[config.mk]
export PLATFORM = sky130hd
export DESIGN_NAME = cfr_top
export DESIGN_NICKNAME = d
export VERILOG_FILES = /design/src/cfr_pkg.sv /design/src/cfr_flag_eval.sv /design/src/cfr_top.sv
export SDC_FILE = /design/constraint.sdc
export NUM_CORES = 1
export LEC_CHECK = 0
export BUFFER_PORTS_ARGS = -buffer_cell sky130_fd_sc_hd__buf_2
export CAP_MARGIN = 20
export CORE_ASPECT_RATIO = 0.6
export CORE_MARGIN = 1
export CORE_UTILIZATION = 38
export CTS_BUF_LIST = sky130_fd_sc_hd__clkbuf_16
export CTS_CLUSTER_SIZE = 20
export DETAILED_ROUTE_END_ITERATION = 8
export GPL_TIMING_DRIVEN = 1
export PLACE_DENSITY = 0.83
export SLEW_MARGIN = 20
export SYNTH_ARGS = -nofsm -noshare
export SYNTH_HDL_FRONTEND = slang
export SYNTH_SLANG_ARGS = --single-unit
export TNS_END_PERCENT = 20
[constraint.sdc]
create_clock -name hclk -period 2.4 [get_ports hclk]
set_clock_uncertainty 0.15 [all_clocks]
set_input_delay 0.36 -clock hclk [delete_from_list [all_inputs] [get_ports hclk]]
set_output_delay 0.36 -clock hclk [all_outputs]
set_load 0.02 [all_outputs]
[src/cfr_pkg.sv]
// Package of constants and types for the condition flag register block.
package cfr_pkg;

   // ****************************************
   // Word layout
   // ****************************************
   localparam int unsigned CFR_WORD_W = 11;
   localparam int unsigned CFR_BIT_CARRY = 0;
   localparam int unsigned CFR_BIT_TRAP = 1;
   localparam int unsigned CFR_BIT_ZERO = 2;
   localparam int unsigned CFR_BIT_NEG = 3;
   localparam int unsigned CFR_BIT_BANK = 4;
   localparam int unsigned CFR_BIT_OVF = 5;
   localparam int unsigned CFR_BIT_STACK = 7;
   localparam logic [10:0] CFR_WORD_RST = 11'h000;
   localparam logic [10:0] CFR_WORD_MASK = 11'h0bf;

   // ****************************************
   // Bus map
   // ****************************************
   localparam logic [7:0] CFR_OFF_WORD = 8'h00;
   localparam logic [7:0] CFR_OFF_STATUS = 8'h04;
   localparam logic [1:0] CFR_HTRANS_NONSEQ = 2'h2;
   localparam logic [1:0] CFR_HTRANS_SEQ = 2'h3;

   // ****************************************
   // Types
   // ****************************************
   typedef struct packed {
      logic valid;
      logic upd_carry;
      logic upd_zero;
      logic upd_neg;
      logic upd_ovf;
      logic carry;
      logic ovf;
      logic [15:0] result;
   } cfr_alu_t;

   typedef struct packed {
      logic carry;
      logic zero;
      logic neg;
      logic ovf;
   } cfr_flags_t;

   typedef enum logic [1:0] {CFR_DP_IDLE, CFR_DP_WRITE, CFR_DP_READ} cfr_dp_t;

endpackage : cfr_pkg

[src/cfr_flag_eval.sv]
// Flag evaluation from an ALU result.
`timescale 1ns/1ps
`default_nettype none
module cfr_flag_eval
   import cfr_pkg::*;
#(
   parameter int unsigned DATA_W = 16
)
(
   // Result
   input wire cfr_alu_t alu,
   // Flags
   output cfr_flags_t flags
);

   always_comb
   begin
      flags.carry = alu.carry; // RULE2
      flags.zero = (alu.result[DATA_W-1:0] == '0); // RULE4
      flags.neg = alu.result[DATA_W-1]; // RULE5
      flags.ovf = alu.ovf; // RULE7
   end

endmodule : cfr_flag_eval
`default_nettype wire

[src/cfr_top.sv]
// Condition flag register with AHB-Lite register access.
//
// Design decisions made here: the AHB-Lite register port and the register addresses.
`timescale 1ns/1ps
`default_nettype none
// Function
// RULE1 - State word is an eleven bit register showing CPU state.
// RULE2 - Carry flag holds carry, borrow or shift-out from the ALU.
// RULE3 - Software keeps the trap bit at zero; debug use only.
// RULE4 - Zero flag is one for zero arithmetic result, else zero.
// RULE5 - Sign flag is one for negative arithmetic result, else zero.
// RULE6 - Bank bit picks register bank zero or bank one.
// RULE7 - Overflow flag is one on signed overflow, else zero.
// RULE8 - Stack bit picks application or handler stack pointer.
// RULE9 - Flags an instruction does not affect keep their values. Here a bus write to the word in the same cycle overwrites them.
module cfr_top
   import cfr_pkg::*;
(
   // Clock and reset
   input wire logic hclk,
   input wire logic hresetn,
   input wire logic clk_en,
   // AHB-Lite slave
   input wire logic hsel,
   input wire logic [31:0] haddr,
   input wire logic [1:0] htrans,
   input wire logic hwrite,
   input wire logic [2:0] hsize,
   input wire logic hready,
   input wire logic [31:0] hwdata,
   output logic [31:0] hrdata,
   output logic hreadyout,
   output logic hresp,
   // ALU side
   input wire cfr_alu_t alu_in,
   // Core state
   output logic [CFR_WORD_W-1:0] cpu_state_word,
   output logic bank_select,
   output logic stack_select
);

   // ****************************************
   // Address phase capture
   // ****************************************
   cfr_dp_t dp_q, dp_d;
   logic [7:0] addr_q, addr_d;
   logic [CFR_WORD_W-1:0] word_q, word_d;
   logic [31:0] rdata_q, rdata_d;
   cfr_flags_t flags;
   logic take;

   function automatic logic [31:0] rd_mux(input logic [7:0] a,
                                          input logic [10:0] w);
      logic [31:0] r;
      r = '0;
      if (a == CFR_OFF_WORD)
         r[CFR_WORD_W-1:0] = w;
      else if (a == CFR_OFF_STATUS)
         r[3:0] = {w[CFR_BIT_OVF], w[CFR_BIT_NEG], w[CFR_BIT_ZERO],
                   w[CFR_BIT_CARRY]};
      return r;
   endfunction : rd_mux

   cfr_flag_eval #(.DATA_W(16)) u_eval
   (
      .alu(alu_in),
      .flags(flags)
   );

   assign take = hsel && hready &&
                 (htrans == CFR_HTRANS_NONSEQ || htrans == CFR_HTRANS_SEQ);

   always_comb
   begin
      dp_d = dp_q;
      addr_d = addr_q;
      if (hready)
      begin
         dp_d = CFR_DP_IDLE;
         if (take)
         begin
            dp_d = hwrite ? CFR_DP_WRITE : CFR_DP_READ;
            addr_d = haddr[7:0];
         end
      end
   end

   // ****************************************
   // State word
   // ****************************************
   always_comb
   begin
      word_d = word_q; // RULE9
      if (dp_q == CFR_DP_WRITE && addr_q == CFR_OFF_WORD)
         word_d = hwdata[CFR_WORD_W-1:0] & CFR_WORD_MASK; // RULE1 RULE3
      if (alu_in.valid)
      begin
         // Flags not named by the instruction hold their value, or take hwdata when a bus write to the word lands in the same cycle.
         if (alu_in.upd_carry)
            word_d[CFR_BIT_CARRY] = flags.carry; // RULE2
         if (alu_in.upd_zero)
            word_d[CFR_BIT_ZERO] = flags.zero; // RULE4
         if (alu_in.upd_neg)
            word_d[CFR_BIT_NEG] = flags.neg; // RULE5
         if (alu_in.upd_ovf)
            word_d[CFR_BIT_OVF] = flags.ovf; // RULE7
      end
      rdata_d = rdata_q;
      if (take && !hwrite)
         rdata_d = rd_mux(haddr[7:0], word_d);
   end

   always_ff @(posedge hclk or negedge hresetn)
   begin
      if (!hresetn)
      begin
         dp_q <= CFR_DP_IDLE;
         addr_q <= '0;
         word_q <= CFR_WORD_RST;
         rdata_q <= '0;
      end
      else if (clk_en)
      begin
         dp_q <= dp_d;
         addr_q <= addr_d;
         word_q <= word_d;
         rdata_q <= rdata_d;
      end
   end

   // ****************************************
   // Outputs
   // ****************************************
   // Zero wait states keep the slave simple; unmapped reads return zero.
   assign hreadyout = 1'b1;
   assign hresp = 1'b0;
   assign hrdata = rdata_q;
   assign cpu_state_word = word_q; // RULE1
   assign bank_select = word_q[CFR_BIT_BANK]; // RULE6
   assign stack_select = word_q[CFR_BIT_STACK]; // RULE8

endmodule : cfr_top
`default_nettype wire
* Yosys cells after proc, flatten, opt, wreduce, memory -nomap -nowiden
Cells that the tools add are included.
W data, S select, Z words.
** Word-level totals
- Word-level logic and storage cells :: 33
- Flip-flop bits (word level) :: 32
- Input bits :: 98
- Output and inout port bits :: 47
** Cells by class
- Muxes and demuxes :: 13
- Equal/unequal tests :: 4
- Reductions and logical operators :: 12
** Operators by type and width (count)
- $logic_not A16 Y1 :: 1
- $logic_not A8 Y1 :: 2
- $mux W11 :: 1
- $eq A8 B3 Y1 const B :: 1
- $mux W4 :: 2
- $mux W7 :: 1
- $mux W1 :: 6
- $mux W2 :: 3
- $eq A2 B2 Y1 const B :: 2
- $logic_and A1 B1 Y1 :: 4
- $reduce_and A2 Y1 :: 2
- $reduce_and A3 Y1 :: 1
- $eq A2 B1 Y1 const B :: 1
- $logic_not A1 Y1 :: 1
- $logic_or A1 B1 Y1 :: 1

* Depth between registers and ports, before layout
Gate-level depths: netlist of run 1.
- Depth in word-level cells :: 7
- Mapped depth :: 6
- Depth with buffers taken out :: 4

* Modules after synthesis
Synthesis of run 1 repeated with hierarchy kept, for this count alone.
** Unflattened totals
- Cells, all modules :: 160
- Area total of the unflattened synthesis :: 1702.9 um2
** By module, submodules not included
- cfr_top :: instances 1, area an instance 1646.6 um2, sequential area each 800.8 um2, cells each 152
- cfr_flag_eval :: instances 1, area an instance 56.3 um2, sequential area each 0.0 um2, cells each 8

* Worst setup path before layout of run 1
OpenSTA, ideal clock, no wires.
- Path type :: reg2reg
- Start point :: register addr_q[3]
- End point :: register rdata_q[3] (netlist: hrdata[3])
- Data required time :: 2.111 ns
- Library setup time :: 0.139 ns
- Buffers on the path :: 0
- Setup slack :: 0.457 ns
- Cell stages (with the launch flop) :: 5
- Data arrival time :: 1.654 ns
- Period minus slack after synthesis :: 1.943 ns
- Cells stage by stage :: dfrtp_1 or4_4 o311a_1 o311ai_2 o211ai_1
** Between the ends
- Word-level cells in the longest chain between the ends :: 7
- Elaborated cells between the ends (all ways) :: 9
- Classes of those cells :: 7 x mux; 2 x reduce/logical
** RTL lines
- from (decl) :: line cfr_top.sv:46 : logic [7:0] addr_q, addr_d;
- from (signal assigned) :: line cfr_top.sv:125 : addr_q <= addr_d;
- $logic_not A8 Y1 (*) :: line cfr_top.sv:94 : if (dp_q == CFR_DP_WRITE && addr_q == CFR_OFF_WORD)
- $logic_and A1 B1 Y1 (*) :: line cfr_top.sv:94
- $mux W11 (*) :: line cfr_top.sv:94
- $mux W1 :: line cfr_top.sv:105 : if (alu_in.upd_ovf)
- $mux W1 :: line cfr_top.sv:96 : if (alu_in.valid)
- $mux W4 :: line cfr_top.sv:58 : else if (a == CFR_OFF_STATUS)
- $mux W4 (*) :: line cfr_top.sv:56 : if (a == CFR_OFF_WORD)
- to (signal assigned) :: line cfr_top.sv:127 : rdata_q <= rdata_d;
- to (decl) :: line cfr_top.sv:48 : logic [31:0] rdata_q, rdata_d;
Mark *: on every way between the ends. The rest lies on a longest branch, timed or not.
A chain may end at the register's enable or synchronous reset.

* Worst setup path in the final report of run 1
- Start point :: register addr_q[3]
- End point :: register rdata_q[5] (netlist: hrdata[5])
** Between the ends
- Word-level cells in the longest chain between the ends :: 6
** RTL lines (line)
- $logic_not A8 Y1 (*) :: cfr_top.sv:94
- $logic_and A1 B1 Y1 (*) :: cfr_top.sv:94
- $mux W11 (*) :: cfr_top.sv:94
- $mux W1 :: cfr_top.sv:105
- $mux W1 (*) :: cfr_top.sv:96
- $mux W7 (*) :: cfr_top.sv:56
Marks and branches as above.

==> results of run 1 <==
## how the worst max path moves through the flow
| stage | startpoint | to | cells after the start |
|---|---|---|---|
| floorplan | addr_q[3]$_DFFE_PN0P_ | hrdata[3]$_DFFE_PN0P_ | 4 |
| global placement | haddr[5] | hrdata[8]$_DFFE_PN0P_ | 5 |
| detailed placement | haddr[5] | hrdata[6]$_DFFE_PN0P_ | 5 |
| CTS | addr_q[3]$_DFFE_PN0P_ | hrdata[5]$_DFFE_PN0P_ | 4 |
| global route | addr_q[3]$_DFFE_PN0P_ | hrdata[5]$_DFFE_PN0P_ | 4 |
| finish | addr_q[3]$_DFFE_PN0P_ | hrdata[5]$_DFFE_PN0P_ | 4 |
## worst reg2reg max path, cell delays in order (launching register included)
cell,delay (ps)
dfrtp_1,390
or4_4,600
o311a_1,390
nor3_1,260
o21ai_0,130
## state kept, by name (all words and copies together) (netlist names)
signal / count
addr_q: 8
cpu_state_word: 11
dp_q: 2
hrdata: 11
## area by class of cell
type	count	area [um^2]
Clock inverter	3	11.3
Inverter	5	18.8
Clock buffer	5	125
Fill cell	413	2050
Tap cell	60	75.1
Sequential cell	32	801
Multi-Input combinational cell	116	782
Timing Repair Buffer	72	370
## routing by layer
layer,up-vias,GRT usage (%)
li1,683,-
met1,659,26.2
met2,54,25.5
met3,3,5.28
met4,0,4.76
met5,-,0
## kinds of logic after synthesis
family                 synth area share (%)
buffers and inverters                  12.9
AO/OA/AOI/OAI                          12.2
flip-flops                             46.4
multiplexers                           10.1
AND/OR/NAND/NOR                        18.0
other                                 0.435
## Yosys cell counts, types with 2 or more instances
library cell	n
nor4_1	8
nand3b_1	2
nor2_1	2
buf_4	26
mux2i_1	5
and2_1	4
o21ai_0	6
a22o_1	4
or4_4	2
a31oi_1	2
nand2_1	17
mux2_2	11
conb_1	2
nand2b_1	3
inv_1	5
dfrtp_1	32
o211ai_1	3
nand4_1	2
## power groups by stage
stage / Clock (mW) / Sequential (mW) / Combinational (mW)
finish: 0.586 / 0.639 / 0.290
global route: 0.625 / 0.648 / 0.317
CTS: 0.603 / 0.639 / 0.289
detailed placement: 0 / 0.647 / 0.289
global placement: 0 / 0.643 / 0.283
floorplan: 0 / 0.663 / 0.191
## stage by stage
step,hold WS (ps),total power [mW],instance area (um^2),std cells,util (%)
3_5_place_dp,313,0.937,2050,285,48.3
6_report,-10.5,1.51,2180,293,51.6
2_1_floorplan,-85.6,0.854,1810,181,-
3_3_place_gp,301,0.926,2050,285,48.3
5_1_grt,59.8,1.59,2180,293,51.6
4_1_cts,17.6,1.53,2180,293,51.6
==> flow_summary.yaml, run 1 <==
status:
  status: "complete, but fails checks"
  violations: "hold timing"
cts:
  ctsHtreeMaxLevel: 2
  cts_resized: 0
  clkLatencyLatePin_ps: 270
  cts_tree: "yes"
  clkSinkCount: 32
  clk_pin_slew_ps: 50
  cts_setup_buffers: 0
  root_buffer: "clkbuf_16"
  cts_buffers: 5
  holdBufCountCts: 0
  clockBufferDepth: 2
timing:
  slew_headroom_pct: 51.6
  setup_viol: 0
  hold_viol_final: 11
  final.setup.tns_ps: 0
  period_share_pct: 84.7
  worst_pin_slew_ps: 727
  period_needed_ps: 2030
  maxSlewViolCount: 0
  hold_ws_ps: -10.5
  max_freq_mhz: 492
  grt_setup_unrepaired: "false"
  fin_ws_ps: 368
grt:
  antenna_found_initial: 0
  globalRouteTotalUtil_pct: 17.8
  grt_pass1_vias: 1264
  grt_overflow: 0
  grt_max_degree: 33
  grt_pass1_wl_mm: 6.06
worst_setup_path:
  slowest_delay_ps: 600
  cp_top_family: "simple AND/OR/NAND/NOR gates"
  reg2reg_from: "addr_q[3]$_DFFE_PN0P_"
  end_kind: "flip-flop"
  worstPathMaxFanout: 5
  startpoint_type: "flip-flop"
  r2r_end: "hrdata[5]$_DFFE_PN0P_"
  required_ps: 2400
  crit_arrival_ps: 2030
  ff2ff_setup_slack_ps: 370
  cp_cell_sequence: "or4_4, o311a_1, nor3_1, o21ai_0"
  crit_buf_inv: 0
  crit_type: "reg2reg"
  r2r_cells: 4
  cp_slowest_cell: "or4_4"
logic_synthesis:
  yosysSeqAreaShare_pct: 46.4
  netlist_top_cells_area: "dfrtp_1 (46%), buf_4 (11%), mux2_2 (7.2%)"
  yosys_warnings: 0
  synth_seq_cells: 32
  yosysTopAreaCellShare_pct: 46.4
  yosys.cell_types.count: 42
  async_reset_ff_share_pct: 100
  synth-edff-count: 0
  syn_area_mm2: 0.00173
  synth_cells: 160
  syn_avg_cell_area_um2: 10.8
  synth_top_area_cell: "dfrtp_1"
  ys.flop_type: "dfrtp_1"
route:
  vias: 1399
  routedWlPerCell_um: 13.7
  first_iter_violations: 42
  detail-route-antenna-nets: 0
  wl_met3_um: 297
  wl_met2_mm: 1.61
  vias_per_cell: 4.77
  met1_length_mm: 2.07
  totalWireLength_mm: 4.01
  highest_layer: "met4"
  first_pass_iters: 4
  drc: 0
die:
  rows: 18
  die_w_um: 89.0
  die_y_um: 54.2
  core_mm2: 0.00423
  initial_core_util_pct: 40.8
  die-area_mm2: 0.00483
  ios: 145
pwr:
  pwr-share-clk_pct: 38.7
  p_int_mw: 1.08
  power.leakage_nw: 1.16
  p_sw_mw: 0.432
  p_sw_share_pct: 28.5
  comb_power_share_pct: 19.1
  ir_worst_vdd_mv: 0.279
  cellPowerDensity_mw_per_mm2: 694
  p_seq_share_pct: 42.2
hold_path:
  hold_path.class: "in2async"
run:
  drv_cap: 0
layout:
  drive_gt1_share_pct: 42.9
  layout_common_cells: "buf_2 (68), dfrtp_1 (32), conb_1 (23)"
  syn2layout_area_growth_pct: 26.4
  final_nets: 330
  layout_commonest_cell: "buf_2"
  antenna_cells: 0
placed_design:
  hpwl_mm: 3.19
  numPortBuffers: 68
  dp_slack_ps: 215
  gp_congestion: 0.841
Note: power is estimated with default switching activity, not from simulation.
==> inputs of run 2 (changes only) <==
--- a/config.mk
+++ b/config.mk
@@ -5,16 +5,17 @@
 export SDC_FILE = /design/constraint.sdc
 export NUM_CORES = 1
 export LEC_CHECK = 0
+export ABC_AREA = 1
 export BUFFER_PORTS_ARGS = -buffer_cell sky130_fd_sc_hd__buf_2
 export CAP_MARGIN = 20
 export CORE_ASPECT_RATIO = 0.6
 export CORE_MARGIN = 1
-export CORE_UTILIZATION = 38
+export CORE_UTILIZATION = 39
 export CTS_BUF_LIST = sky130_fd_sc_hd__clkbuf_16
 export CTS_CLUSTER_SIZE = 20
 export DETAILED_ROUTE_END_ITERATION = 8
 export GPL_TIMING_DRIVEN = 1
-export PLACE_DENSITY = 0.83
+export PLACE_DENSITY = 0.84
 export SLEW_MARGIN = 20
 export SYNTH_ARGS = -nofsm -noshare
 export SYNTH_HDL_FRONTEND = slang
==> constraint.sdc (replaced) <==
create_clock -name hclk -period 1.9 [get_ports hclk]
set_clock_uncertainty 0.15 [all_clocks]
set_input_delay 0.285 -clock hclk [delete_from_list [all_inputs] [get_ports hclk]]
set_output_delay 0.285 -clock hclk [all_outputs]
set_load 0.02 [all_outputs]
==> run 2 against run 1 <==
The flow now finishes without violations. Final cell count increased by 19%. Register-to-register slack got worse by 200 ps. Worst setup slack got worse by 200 ps. Global-route usage increased by 0.21 points. Die area increased by 1.3%. Sequential share of layout area decreased by 1.5 points. Core utilization increased by 1.9 points. Count of clock-buffer cells in the layout unchanged. Cell area increased by 4.3%. Sequential cell count unchanged. Highest routed layer unchanged.
==> flow_summary.yaml, run 2 <==
worst_setup_path:
  worstPathMaxFanout: 10
  end_kind: "flip-flop"
  cp_slowest_cell: "dfrtp_1"
  critPathMostFrequentCell: "nand3_1"
  startpoint_type: "flip-flop"
  cp_cell_sequence: "nor2_2, nand3_2, nor2_4, inv_1, nand2_1, nand3_1, nand3_1, nand3_1"
  slowest_delay_ps: 380
  crit_type: "reg2reg"
  crit_arrival_ps: 1730
  required_ps: 1900
layout:
  antenna_cells: 0
  drive_gt1_share_pct: 36.5
  syn2layout_area_growth_pct: 26.8
  final_nets: 385
  layout_commonest_cell: "buf_2"
  final_cells: 348
  layout_common_cells: "buf_2 (68), nand2_1 (47), dfrtp_1 (32)"
timing:
  period_share_pct: 91.3
  worst_pin_slew_ps: 696
  final.setup.tns_ps: 0
  period_needed_ps: 1730
  setup_viol: 0
  grt_setup_unrepaired: "false"
  hold_viol_final: 0
  max_freq_mhz: 577
  maxSlewViolCount: 0
  slew_headroom_pct: 53.6
placed_design:
  placed_cells: 339
  numPortBuffers: 68
  gp_congestion: 0.778
  hpwl_mm: 3.28
cts:
  cts_buffers: 5
  holdBufCountCts: 1
  clkSinkCount: 32
  cts_tree: "yes"
  clkLatencyLatePin_ps: 270
  cts_resized: 0
  ctsHtreeMaxLevel: 2
  root_buffer: "clkbuf_16"
  clockBufferDepth: 2
  cts_setup_buffers: 0
  clk_pin_slew_ps: 50
logic_synthesis:
  synth-edff-count: 0
  synth_top_area_cell: "dfrtp_1"
  synth_cells: 215
  netlist_top_cells_area: "dfrtp_1 (45%), buf_4 (10%), nand2_1 (9.8%)"
  async_reset_ff_share_pct: 100
  yosysSeqAreaShare_pct: 44.6
  synth.most_common_cell: "nand2_1"
  synth_seq_cells: 32
  yosys_warnings: 0
  yosysTopAreaCellShare_pct: 44.6
  yosys.cell_types.count: 33
  synth_common_cells: "nand2_1 (47), dfrtp_1 (32), buf_4 (25), nor2_1 (23), inv_1 (18)"
  syn_avg_cell_area_um2: 8.35
  ys.flop_type: "dfrtp_1"
  syn_area_mm2: 0.00180
status:
  status: "finished, final reports clean"
route:
  first_iter_violations: 85
  wl_met2_mm: 1.80
  detail-route-antenna-nets: 0
  vias_per_cell: 4.55
  drc: 0
  vias: 1583
  routedWlPerCell_um: 11.7
  highest_layer: "met4"
  totalWireLength_mm: 4.07
  first_pass_iters: 4
  met1_length_mm: 1.92
  wl_met3_um: 321
die:
  core_mm2: 0.00426
  die_y_um: 54.6
  initial_core_util_pct: 42.2
  ios: 145
  rows: 18
  die_w_um: 89.6
  die-area_mm2: 0.00489
grt:
  grt_pass1_wl_mm: 6.40
  antenna_found_initial: 0
  grt_pass1_vias: 1436
  globalRouteTotalUtil_pct: 18.0
  grt_max_degree: 33
  grt_overflow: 0
pwr:
  ir_worst_vdd_mv: 0.354
  cellPowerDensity_mw_per_mm2: 917
  power.leakage_nw: 1.27
hold_path:
  hold_path.class: "in2reg"
run:
  drv_cap: 0
## run 2: worst paths after layout
path / from / end / slack [ps] / depth (start not counted)
worst max-delay path: addr_q[5]$_DFFE_PN0P_ / hrdata[2]$_DFFE_PN0P_ / 170 / 8
worst min-delay path: haddr[5] / addr_q[5]$_DFFE_PN0P_ / 80 / 3
worst max register to register: addr_q[5]$_DFFE_PN0P_ / hrdata[2]$_DFFE_PN0P_ / 170 / 8
worst min register to register: addr_q[3]$_DFFE_PN0P_ / addr_q[3]$_DFFE_PN0P_ / 330 / 2
max in group asynchronous: hresetn / addr_q[6]$_DFFE_PN0P_ / 700 / 2
min in group asynchronous: hresetn / addr_q[2]$_DFFE_PN0P_ / 450 / 2
## run 2: cell type report
class / instances / area, um^2
clock buffer: 5 / 125
clock inverter: 3 / 37.5
fill: 412 / 1980
inverter: 24 / 98.8
multi-input combinational: 152 / 767
sequential: 32 / 801
tap: 60 / 75.1
timing repair buffer: 72 / 373
## run 2: kinds of logic (layout without fill, tap and decap cells)
family / after synthesis / in the layout / share of synthesized area [%]
and+or+nand+nor: 102 / 102 / 26.6
AOI/OAI and AO/OA: 25 / 25 / 10.0
buffers and inverters: 52 / 104 / 17.1
other: 2 / 23 / 0.418
muxes: 2 / 2 / 1.25
DFF: 32 / 32 / 44.6
## run 2: metrics by stage
stage	area [um^2]	worst slack, ps	hold WS [ps]	power, mW	util (%)
final	2280	166	78.1	2.09	53.5
after global routing	2280	3.42	95.9	2.18	53.5
after CTS	2280	172	77.2	2.09	53.5
after detailed placement	2100	191	221	1.22	49.4
after global placement	2100	230	213	1.21	49.4
after floorplan	1870	477	-161	1.11	-
## run 2: layer usage
layer | vias to the layer above | global-route usage [%]
li1 | 780 | -
met1 | 736 | 23.6
met2 | 61 | 29.0
met3 | 6 | 6.18
met4 | 0 | 4.23
met5 | - | 0
## run 2: report_power, final
group / internal, mW / total [mW] / leakage, nW / switching (mW)
Combinational: 0.133 / 0.397 / 0.784 / 0.265
Sequential: 0.763 / 0.815 / 0.412 / 0.0521
Clock: 0.608 / 0.876 / 0.0789 / 0.268
Total: 1.50 / 2.09 / 1.27 / 0.584
## run 2: critical path, delay by kind of cell, from the launching register on
family,cells,cell delay (ps)
AND/OR/NAND/NOR,7,910
buffers and inverters,1,170
flip-flops,1,380
==> inputs of run 3 (changes only) <==
--- a/config.mk
+++ b/config.mk
@@ -10,14 +10,16 @@
 export CAP_MARGIN = 20
 export CORE_ASPECT_RATIO = 0.6
 export CORE_MARGIN = 1
-export CORE_UTILIZATION = 39
+export CORE_UTILIZATION = 40
 export CTS_BUF_LIST = sky130_fd_sc_hd__clkbuf_16
 export CTS_CLUSTER_SIZE = 20
 export DETAILED_ROUTE_END_ITERATION = 8
+export GPL_ROUTABILITY_DRIVEN = 0
 export GPL_TIMING_DRIVEN = 1
-export PLACE_DENSITY = 0.84
+export PLACE_DENSITY = 0.85
 export SLEW_MARGIN = 20
 export SYNTH_ARGS = -nofsm -noshare
 export SYNTH_HDL_FRONTEND = slang
+export SYNTH_HIERARCHICAL = 1
 export SYNTH_SLANG_ARGS = --single-unit
 export TNS_END_PERCENT = 20
==> run 3 against run 2 <==
Fmax rose by 7.9%. Critical path type unchanged. Sequential share of layout area fell by 0.15 points. Sequential cell count did not move. Synthesized cell count rose by 14%. Critical path depth did not move. Clock power fell by 16%. Worst setup slack improved by 130 ps. Synthesized area rose by 3.6%. First-iteration DRC count fell by 34%. Combinational power fell by 16%.
==> flow_summary.yaml, run 3 <==
layout:
  syn2layout_area_growth_pct: 23.0
  final_nets: 411
  finish.utilization_pct: 53.5
  antenna_cells: 0
  drive_gt1_share_pct: 29.9
  layout_common_cells: "buf_2 (68), nand2_1 (62), inv_1 (34)"
  layout_commonest_cell: "buf_2"
route:
  totalWireLength_mm: 3.98
  routedWlPerCell_um: 10.6
  first_pass_iters: 4
  vias: 1617
  detail-route-antenna-nets: 0
  first_iter_violations: 56
  vias_per_cell: 4.32
  drc: 0
cts:
  clk_pin_slew_ps: 50
  cts_setup_buffers: 0
  cts_tree: "yes"
  root_buffer: "clkbuf_16"
  clkLatencyLatePin_ps: 270
  clkSinkCount: 32
  ctsHtreeMaxLevel: 2
  cts_buffers: 5
  clockBufferDepth: 2
grt:
  antenna_found_initial: 0
  grt_overflow: 0
  grt_pass1_wl_mm: 6.56
  globalRouteTotalUtil_pct: 18.3
  grt_pass1_vias: 1486
  grt_max_degree: 33
worst_setup_path:
  critPathMostFrequentCell: "nand3_1"
  worstPathMaxFanout: 10
  slowest_delay_ps: 380
  cp_slowest_cell: "dfrtp_1"
  reg2reg_from: "addr_q[3]$_DFFE_PN0P_"
  required_ps: 1910
  cp-startpoint: "addr_q[3]$_DFFE_PN0P_"
  startpoint_type: "flip-flop"
  cp_top_family: "simple AND/OR/NAND/NOR gates"
  cp_cell_sequence: "nor2_1, nand2_1, nor2_2, nand2_2, nand2_1, nand3_1, nand3_1, nand3_1"
  crit_buf_inv: 0
  crit_type: "reg2reg"
  crit_arrival_ps: 1610
  end_kind: "flip-flop"
timing:
  worst_pin_slew_ps: 681
  setup_viol: 0
  hold_viol_final: 0
  final.setup.tns_ps: 0
  period_needed_ps: 1610
  slew_headroom_pct: 54.6
  maxSlewViolCount: 0
  period_share_pct: 84.6
  max_freq_mhz: 622
  grt_setup_unrepaired: "false"
pwr:
  power.leakage_nw: 1.34
  finalPower_mw: 1.85
  cellPowerDensity_mw_per_mm2: 810
  ir_worst_vdd_mv: 0.354
die:
  rows: 18
  die_w_um: 90.0
  die_y_um: 54.8
  ios: 145
  initial_core_util_pct: 43.5
  core_mm2: 0.00428
  die-area_mm2: 0.00493
logic_synthesis:
  synth.most_common_cell: "nand2_1"
  syn_avg_cell_area_um2: 7.59
  synth_compound_area_share_pct: 8.14
  async_reset_ff_share_pct: 100
  synth_top_area_cell: "dfrtp_1"
  ys.flop_type: "dfrtp_1"
  muxShareOfSynthArea_pct: 0
  synth_common_cells: "nand2_1 (62), inv_1 (34), dfrtp_1 (32), buf_4 (28), nor2_1 (22)"
  synth_seq_cells: 32
  synth_fa_ha_area_share_pct: 0
  yosys_warnings: 6
  synth-simple-area-share_pct: 28.8
  syn_area_mm2: 0.00186
  synth-edff-count: 0
  yosysSeqAreaShare_pct: 43.1
  netlist_top_cells_area: "dfrtp_1 (43%), nand2_1 (13%), buf_4 (11%)"
  synth_xor_xnor_area_share_pct: 0
  yosys.cell_types.count: 23
  synth_top_family_by_area: "simple AND/OR/NAND/NOR gates"
  synth_cells: 245
  yosysTopAreaCellShare_pct: 43.1
status:
  status: "finished, final reports clean"
placed_design:
  hpwl_mm: 3.16
  numPortBuffers: 68
hold_path:
  hp-start: "haddr[1]"
  hold_path.class: "in2reg"
run:
  drv_cap: 0
-- run 3: cell types whose count changed after synthesis, sizes merged, moves of 2 or more --
cell   delta
nand2    +17
inv      +14
o21ai     +7
nand4     -4
o31ai     -4
buf       +2
mux2      -2
nand3     +2
-- run 3: kinds of logic (layout without fill, tap and decap cells) --
| logic type | after synthesis | in the layout |
|---|---|---|
| simple gates | 118 | 118 |
| compound gates | 27 | 27 |
| buf+inv | 66 | 114 |
| flops | 32 | 32 |
| other cells | 2 | 23 |
-- run 3: worst min-delay path, stage by stage --
cell and delay (ps):
buf_2 90, nand2_1 40, o21ai_0 60
-- run 3: final timing paths --
check / to / slack (ps) / cells past startpoint
max: hrdata[3]$_DFFE_PN0P_ / 290 / 8
min: addr_q[1]$_DFFE_PN0P_ / 90 / 3
max reg2reg: hrdata[3]$_DFFE_PN0P_ / 290 / 8
min reg2reg: hrdata[7]$_DFFE_PN0P_ / 330 / 2
max in group asynchronous: addr_q[6]$_DFFE_PN0P_ / 720 / 2
min in group asynchronous: hrdata[6]$_DFFE_PN0P_ / 430 / 2
-- run 3: layout make-up --
type | instances | area (um^2)
timing repair buffer | 69 | 350
clock buffer | 5 | 125
fill | 418 | 1990
inverter | 37 | 149
multi-input combinational | 168 | 773
tap | 60 | 75.1
sequential | 32 | 801
clock inverter | 3 | 13.8
-- run 3: what timing repair did --
item,4_1_cts,5_1_grt
endpoints found under the setup margin,0,0
hold endpoints to repair,32,0
resized for setup,0,0
hold buffers,1,0
-- run 3: metrics by stage --
step / worst slack (ps) / cell area [um^2] / cells / hold slack (ps)
2_1_floorplan: 529 / 1940 / 266 / -161
3_3_place_gp: 352 / 2140 / 365 / 216
3_5_place_dp: 291 / 2140 / 365 / 220
4_1_cts: 269 / 2290 / 374 / 80.9
5_1_grt: 130 / 2290 / 374 / 96.4
6_report: 292 / 2290 / 374 / 88.3
-- run 3: where the power goes --
| part | internal, mW | switching [mW] | total (mW) |
|---|---|---|---|
| logic | 0.109 | 0.223 | 0.332 |
| registers | 0.744 | 0.0384 | 0.783 |
| clock network | 0.474 | 0.264 | 0.738 |
| total | 1.33 | 0.525 | 1.85 |
-- run 3: layer usage --
| metal | wire (um) | vias to the layer above | global-route usage, % |
|---|---|---|---|
| li1 | - | 838 | - |
| met1 | 1900 | 713 | 22.5 |
| met2 | 1730 | 59 | 29.1 |
| met3 | 300 | 7 | 7.64 |
| met4 | 58 | 0 | 7.26 |
| met5 | 0 | - | 0 |
